==> src/verilog/ccsd_pkg.sv <==
// Constants for the core clock select and divide block.
// Assumes one system clock core_clock; clock sources arrive as enable pulses.
// Function
// - Root clock comes from internal fast RC, crystal-locked PLL, or external fast source.
// - External fast source may be a crystal or single-ended clock input.
// - Slow clock selects internal slow RC, external slow source, or root divided by 512.
// - Internal slow RC runs fixed 24 to 49 kHz, treated as 32 kHz.
// - Root-derived slow clock is unavailable in deep-stop mode.
// - Fast RC/PLL block is accurate only once its PLL has locked.
// - After reset the core clock divider defaults to divide-by-four.
// - Code 000 passes, 001 halves, 010 divides by 4 or 3.
// - Codes 011 to 110 divide by 8..64 or 6..48.
// - Deep-stop stops core clock and needs fast RC/PLL as source.
package ccsd_pkg;
    localparam logic [2:0] DIV_RESET    = 3'h2;
    localparam logic [2:0] DIV_RESERVED = 3'h7;
    localparam logic [1:0] ROOT_RC      = 2'h0;
    localparam logic [1:0] ROOT_PLL     = 2'h1;
    localparam logic [1:0] ROOT_XO      = 2'h2;
    localparam logic [1:0] SLOW_RC      = 2'h0;
    localparam logic [1:0] SLOW_XO      = 2'h1;
    localparam logic [1:0] SLOW_ROOT    = 2'h2;
    localparam logic [8:0] SLOW_DIV_LAST = 9'h1FF;
    localparam int         RATIO_W      = 7;

    typedef enum logic [1:0] {
        ST_RUN   = 2'b00,
        ST_ENTER = 2'b01,
        ST_STOP  = 2'b11
    } ccsd_state_t;
endpackage : ccsd_pkg

==> src/verilog/ccsd_ratio.sv <==
// Ratio lookup for the core clock divider.
// Assumes code and direct-select are registered by the caller.
`timescale 1ns/1ns
module ccsd_ratio
    import ccsd_pkg::*;
(
    input  wire logic [2:0]         divCode,    // Divider code
    input  wire logic               xoDirect,   // Direct crystal select
    output logic      [RATIO_W-1:0] ratio       // Division ratio
);
    always_comb begin
        case (divCode)
            3'h0:    ratio = 7'd1;
            3'h1:    ratio = 7'd2;
            3'h2:    ratio = xoDirect ? 7'd3  : 7'd4;
            3'h3:    ratio = xoDirect ? 7'd6  : 7'd8;
            3'h4:    ratio = xoDirect ? 7'd12 : 7'd16;
            3'h5:    ratio = xoDirect ? 7'd24 : 7'd32;
            3'h6:    ratio = xoDirect ? 7'd48 : 7'd64;
            default: ratio = 7'd4;
        endcase
    end
endmodule : ccsd_ratio

==> src/verilog/ccsd_top.sv <==
// Core clock source select and divider, producing enable pulses.
// Assumes clock sources arrive as one-cycle ticks synchronous to core_clock.
`timescale 1ns/1ns
module ccsd_top
    import ccsd_pkg::*;
(
    input  wire logic       core_clock,           // System clock
    input  wire logic       rst_n,             // Sync reset, active low
    input  wire logic       fastRcTick,        // internal_fast_rc edge tick
    input  wire logic       pllTick,           // xo_locked_pll edge tick
    input  wire logic       xoTick,            // external_fast_xo edge tick
    input  wire logic       xoIsClockInput,    // XO fed by single-ended clock
    input  wire logic       pllLocked,         // PLL lock from analog block
    input  wire logic       slowRcTick,        // internal_slow_rc tick
    input  wire logic       slowXoTick,        // external_slow_xo tick
    input  wire logic [1:0] rootSelect,        // Root source select
    input  wire logic       xoDirectSelect,    // xo_direct_select
    input  wire logic [2:0] coreClockDivider,  // core_clock_divider code
    input  wire logic [1:0] slowSelect,        // Slow tree source select
    input  wire logic       deepStopReq,       // Deep-stop entry request
    input  wire logic       wakeup,            // Deep-stop exit
    output logic            rootTick,          // Root clock tick
    output logic            coreClockEn,       // core_clock enable pulse
    output logic            slowClockEn,       // Slow tree enable pulse
    output logic            rootAccurate,      // Root clock is crystal-accurate
    output logic            fastBlockOn,       // fast_rc_pll_block power
    output logic            deepStopped,       // Deep-stop active
    output logic            deepStopRefused,   // Entry refused, wrong source
    output logic [2:0]      activeDivider      // Applied divider code
);
    // =========================================================
    // Declarations
    logic [1:0]         rootSel_reg;       // Applied root source
    logic [1:0]         rootSel_next;
    logic [2:0]         divCode_reg;       // Applied divider code
    logic [2:0]         divCode_next;
    logic               xoDirect_reg;      // Applied direct-crystal select
    logic               xoDirect_next;
    logic [RATIO_W-1:0] ratio;             // Ratio of the applied code
    logic [RATIO_W-1:0] divCnt_reg;        // Root ticks into the period
    logic [RATIO_W-1:0] divCnt_next;
    logic [8:0]         slowCnt_reg;       // Root ticks for the slow tree
    logic [8:0]         slowCnt_next;
    logic               slowClockEn_next;
    ccsd_state_t        state_reg;         // Deep-stop sequencer
    ccsd_state_t        state_next;
    logic               refused_next;
    logic               rootRaw;
    logic               rootGate;
    logic               divWrap;
    logic               periodEnd;
    logic               slowRootTick;

    // =========================================================
    // Root selection
    // Source changes are frozen outside RUN so the stop sequence sees one source
    always_comb begin
        rootSel_next = rootSel_reg;
        if (state_reg == ST_RUN && rootSelect != 2'h3) begin
            rootSel_next = rootSelect;
        end
    end

    always_ff @(posedge core_clock) begin
        if (!rst_n) begin
            rootSel_reg <= ROOT_RC;
        end else begin
            rootSel_reg <= rootSel_next;
        end
    end

    // XO crystal or single-ended input look identical as ticks
    always_comb begin
        case (rootSel_reg)
            ROOT_RC:  rootRaw = fastRcTick;
            ROOT_PLL: rootRaw = pllTick;
            ROOT_XO:  rootRaw = xoTick;
            default:  rootRaw = fastRcTick;
        endcase
    end

    // Fast block is off in deep-stop, so its ticks vanish; XO reaches stop only if selected on the entry cycle
    assign rootGate     = fastBlockOn || (rootSel_reg == ROOT_XO);
    assign rootTick     = rootRaw && rootGate;
    assign rootAccurate = (rootSel_reg == ROOT_XO) ||
                          (rootSel_reg == ROOT_PLL && pllLocked);
    assign fastBlockOn  = (state_reg != ST_STOP);
    assign deepStopped  = (state_reg == ST_STOP);

    // =========================================================
    // Divider
    // A new ratio is taken only at the end of a period, so no pulse is cut short
    assign divWrap   = (divCnt_reg >= ratio - 7'd1);
    assign periodEnd = rootTick && divWrap;

    always_comb begin
        divCode_next  = divCode_reg;
        xoDirect_next = xoDirect_reg;
        if (periodEnd) begin
            if (coreClockDivider != DIV_RESERVED) begin
                divCode_next = coreClockDivider;
            end
            xoDirect_next = xoDirectSelect;
        end
    end

    always_ff @(posedge core_clock) begin
        if (!rst_n) begin
            divCode_reg  <= DIV_RESET;
            xoDirect_reg <= 1'b0;
        end else begin
            divCode_reg  <= divCode_next;
            xoDirect_reg <= xoDirect_next;
        end
    end

    ccsd_ratio uRatio (
        .divCode  (divCode_reg),
        .xoDirect (xoDirect_reg),
        .ratio    (ratio)
    );

    always_comb begin
        divCnt_next = divCnt_reg;
        if (rootTick) begin
            if (divWrap) begin
                divCnt_next = '0;
            end else begin
                divCnt_next = divCnt_reg + 7'd1;
            end
        end
    end

    always_ff @(posedge core_clock) begin
        if (!rst_n) begin
            divCnt_reg <= '0;
        end else begin
            divCnt_reg <= divCnt_next;
        end
    end

    // Gated in stop as well, since an XO root selected on the entry cycle still ticks there
    assign coreClockEn   = periodEnd && !deepStopped;
    assign activeDivider = divCode_reg;

    // =========================================================
    // Slow tree
    // Free-running from reset; its phase is not tied to the core divider
    always_comb begin
        slowCnt_next = slowCnt_reg;
        if (rootTick) begin
            slowCnt_next = slowCnt_reg + 9'd1;
        end
    end

    always_ff @(posedge core_clock) begin
        if (!rst_n) begin
            slowCnt_reg <= '0;
        end else begin
            slowCnt_reg <= slowCnt_next;
        end
    end

    // Root-derived slow tick dies in deep-stop; stop-time users need RC or XO
    assign slowRootTick = rootTick && (slowCnt_reg == SLOW_DIV_LAST) && !deepStopped;

    // RC accuracy is whatever the part gives; no trimming here
    always_comb begin
        case (slowSelect)
            SLOW_RC:   slowClockEn_next = slowRcTick;
            SLOW_XO:   slowClockEn_next = slowXoTick;
            SLOW_ROOT: slowClockEn_next = slowRootTick;
            default:   slowClockEn_next = 1'b0;
        endcase
    end

    always_ff @(posedge core_clock) begin
        if (!rst_n) begin
            slowClockEn <= 1'b0;
        end else begin
            slowClockEn <= slowClockEn_next;
        end
    end

    // =========================================================
    // Deep-stop sequencing
    // Entry only from a fast RC/PLL root, since stop powers that block down
    always_comb begin
        state_next = state_reg;
        case (state_reg)
            ST_RUN: begin
                if (deepStopReq && rootSel_reg != ROOT_XO) begin
                    state_next = ST_ENTER;
                end
            end
            ST_ENTER: begin
                state_next = ST_STOP;
            end
            ST_STOP: begin
                if (wakeup) begin
                    state_next = ST_RUN;
                end
            end
            default: begin
                state_next = ST_RUN;
            end
        endcase
    end

    always_ff @(posedge core_clock) begin
        if (!rst_n) begin
            state_reg <= ST_RUN;
        end else begin
            state_reg <= state_next;
        end
    end

    assign refused_next = deepStopReq && (state_reg == ST_RUN) && (rootSel_reg == ROOT_XO);

    always_ff @(posedge core_clock) begin
        if (!rst_n) begin
            deepStopRefused <= 1'b0;
        end else begin
            deepStopRefused <= refused_next;
        end
    end

    // Crystal or single-ended input needs no different handling here
    logic unusedIn;
    assign unusedIn = xoIsClockInput;
endmodule : ccsd_top
==> config.mk <==
export PLATFORM = sky130hd
export DESIGN_NAME = ccsd_top
export DESIGN_NICKNAME = d
export VERILOG_FILES = /design/src/verilog/ccsd_pkg.sv /design/src/verilog/ccsd_ratio.sv /design/src/verilog/ccsd_top.sv
export SDC_FILE = /design/constraint.sdc
export NUM_CORES = 1
export LEC_CHECK = 0
export BUFFER_PORTS_ARGS = -buffer_cell sky130_fd_sc_hd__buf_4
export CORE_MARGIN = 10
export CORE_UTILIZATION = 45
export CTS_CLUSTER_DIAMETER = 50
export DETAILED_ROUTE_END_ITERATION = 10
export PLACE_DENSITY = 0.7
export REMOVE_ABC_BUFFERS = 1
export SETUP_SLACK_MARGIN = 0.02
export SLEW_MARGIN = 20
export SYNTH_ARGS = -nofsm -noshare
export SYNTH_HDL_FRONTEND = slang
export SYNTH_SLANG_ARGS = --single-unit
==> constraint.sdc <==
create_clock -name core_clock -period 4 [get_ports core_clock]
set_input_delay 0.8 -clock core_clock [delete_from_list [all_inputs] [get_ports core_clock]]
set_output_delay 0.8 -clock core_clock [all_outputs]
set_load 0.01 [all_outputs]
==> results.sh <==
export IMPL_status="finished, final reports clean"
export IMPL_ys_seq_area_frac=0.325
export IMPL_critPathRequiredTime_ps=3200
export IMPL_dieArea_um2=6340
export IMPL_area_growth_pct=17.7
export IMPL_hold_depth=2
export IMPL_grt_pass1_vias=1348
export IMPL_drt_iter0_drc=108
export IMPL_grt_pass1_wl_um=6170
export IMPL_cts_max_level=1
export IMPL_ys_flop_type="dfxtp_1"
export IMPL_io_buffers=27
export IMPL_largest_reg_flops=9
export IMPL_ff2ff_path_depth=14
export IMPL_hold_class="reg -> reg"
export IMPL_min_period_ps=3670
export IMPL_power_density_nw_per_um2=479
export IMPL_io_pin_count=29
export IMPL_grt_antenna_before_repair=0
export IMPL_finalNetCount=250
export IMPL_yosysTopAreaCellShare=0.325
export IMPL_clockRootBuffer="clkbuf_4"
export IMPL_skew_ps=7.99
export IMPL_drive_gt1_frac=0.217
export IMPL_design_area_um2=1880
export IMPL_viasPerCell=5.49
export IMPL_num_antenna_cells=0
export IMPL_die_y_um=79.6
export IMPL_max_freq_mhz=273
export IMPL_grt_max_degree=19
export IMPL_layout_common_cells="buf_4 (30), dfxtp_1 (25), nand2_1 (23), ha_1 (13), a21oi_1 (12)"
export IMPL_endpoint_kind="primary output"
export IMPL_tns_ps=0
export IMPL_postCtsSetupBuffers=0
export IMPL_die_w_um=79.6
export IMPL_fillers=332
export IMPL_clk_latency_ps=330
export IMPL_tightest_slew_ps=521
export IMPL_cts_path_max_buffers=2
export IMPL_synthTopCellsByArea="dfxtp_1 (33%), ha_1 (10%), nand2_1 (5.4%)"
export IMPL_placed_area_um2=1830
export IMPL_leakage_nw=0.785
export IMPL_yosysWarningCount=0
export IMPL_numCtsBuffers=3
export IMPL_hold_end="state_reg[1]"
export IMPL_multi_input_area_um2=997
export IMPL_gp_congestion=0.747
export IMPL_worstSetupStartpoint="xoDirect_reg"
export IMPL_ys_types=49
export IMPL_synth_top_area_cell="dfxtp_1"
export IMPL_ff_latch_area_um2=522
export IMPL_cp_start_kind="register"
export IMPL_cp_arrival_ps=2870
export IMPL_slew_viol_final=0
export IMPL_wire_per_inst_um=13.4
export IMPL_synth_edf_count=0
export IMPL_final_hold_viol_count=0
export IMPL_path_clk_slew_ps=150
export IMPL_drt_wl_total_um=3540
export IMPL_async_reset_ff_frac=0
export IMPL_num_rows=21
export IMPL_coreArea_um2=3390
export IMPL_period_share=0.917
export IMPL_crit_type="reg -> out"
export IMPL_vias=1443
export IMPL_irDropWorstVdd_mv=0.308
export IMPL_gr_usage_all_layers=0.118
export IMPL_hold_start="state_reg[0]"
export IMPL_cp_max_fo=11
export IMPL_rrSetupSlack_ps=940
export IMPL_cts_tree="done"
export IMPL_reg2reg_from="xoDirect_reg"
export IMPL_rsz0062_at_grt="no"
export IMPL_relSlewSlack=0.650
export IMPL_initial_core_util=0.472
export IMPL_grt_ovfl_total=0
export IMPL_postRouteAntennaNets=0
export IMPL_power_w=0.000903
export IMPL_drc_errors=0
export IMPL_synth_area_um2=1600
export IMPL_ys_ff_latch=26
export IMPL_layout_commonest_cell="buf_4"
export IMPL_fin_util=0.556
export IMPL_finalSetupViolations=0
export IMPL_cap_violations=0
export IMPL_dr_pass1_iters=4
export IMPL_syn_inst=194
export IMPL_syn_avg_cell_area_um2=8.25
export IMPL_dp_hpwl_um=2670
export IMPL_cts_sinks=26
export IMPL_timing_rr_end="divCnt_reg[6]"
==> critical path: stages, from the launching register on <==
cell     delay [ps]
dfxtp_2         470
mux2i_1         100
or2_2           290
ha_1            290
xor2_1          170
a21oi_1         160
o22ai_1          90
a22oi_1         160
ha_1            270
a21oi_1         130
o21ai_1          80
a21oi_2         140
nor3_1           60
buf_4           150
==> worst max-delay path by stage <==
| stage | endpoint | slack [ps] | cells past startpoint |
|---|---|---|---|
| detailed placement | coreClockEn | 610 | 13 |
| CTS | coreClockEn | 190 | 13 |
| finish | coreClockEn | 330 | 13 |
| floorplan | coreClockEn | 490 | 12 |
| global placement | coreClockEn | 620 | 13 |
| global route | coreClockEn | 140 | 13 |
==> synthesized netlist by cell type (all sizes together) (5+ instances only) <==
cell type and number:
nor2 11, o21ai 8, inv 6, dfxtp 26
a21oi 13, nand2b 6, nand2 25, ha 13
nand3 10, and3 5, clkbuf 8, nor3 6
==> power breakdown <==
part | internal [W] | total [W] | switching (W)
Clock | 0.000101 | 0.000183 | 0.0000819
Combinational | 0.000174 | 0.000397 | 0.000224
Sequential | 0.000288 | 0.000322 | 0.0000342
==> cell type report <==
cell class              instances  share of cell area
multi-input cells             150               0.530
flip-flops and latches         26               0.277
repair buffers                 30               0.120
well taps                      46              0.0306
clock inverters                 1              0.0159
inverters                       7              0.0153
clock buffers                   3              0.0120
==> logic make-up after synthesis <==
kind of cell               after synthesis  synth area share
and+or+nand+nor                         80             0.263
AOI/OAI and AO/OA                       48             0.207
DFF                                     26             0.325
buffers and inverters                   18            0.0516
adders and majority gates               13             0.102
xor gates and xnor gates                 7            0.0383
muxes                                    2            0.0125
==> through the flow <==
| stage | setup WS (ps) | std cells | hold slack, ps |
|---|---|---|---|
| 2_1_floorplan | 491 | 183 | 441 |
| 3_3_place_gp | 622 | 259 | 449 |
| 3_5_place_dp | 612 | 259 | 459 |
| 4_1_cts | 193 | 263 | 475 |
| 5_1_grt | 141 | 263 | 518 |
| 6_report | 332 | 263 | 476 |
==> per-layer routing <==
layer | wire length (µm) | share of wire | GRT usage
met5 | 0 | 0 | 0
met3 | 315 | 0.089 | 0.0417
met1 | 1730 | 0.49 | 0.161
met4 | 44 | 0.012 | 0.0376
met2 | 1450 | 0.41 | 0.168
==> what timing repair did <==
item	CTS	global route
hold buffers	0	0
setup endpoints to repair	0	1
resized for setup	0	1
(Power assumes the default switching activity.)
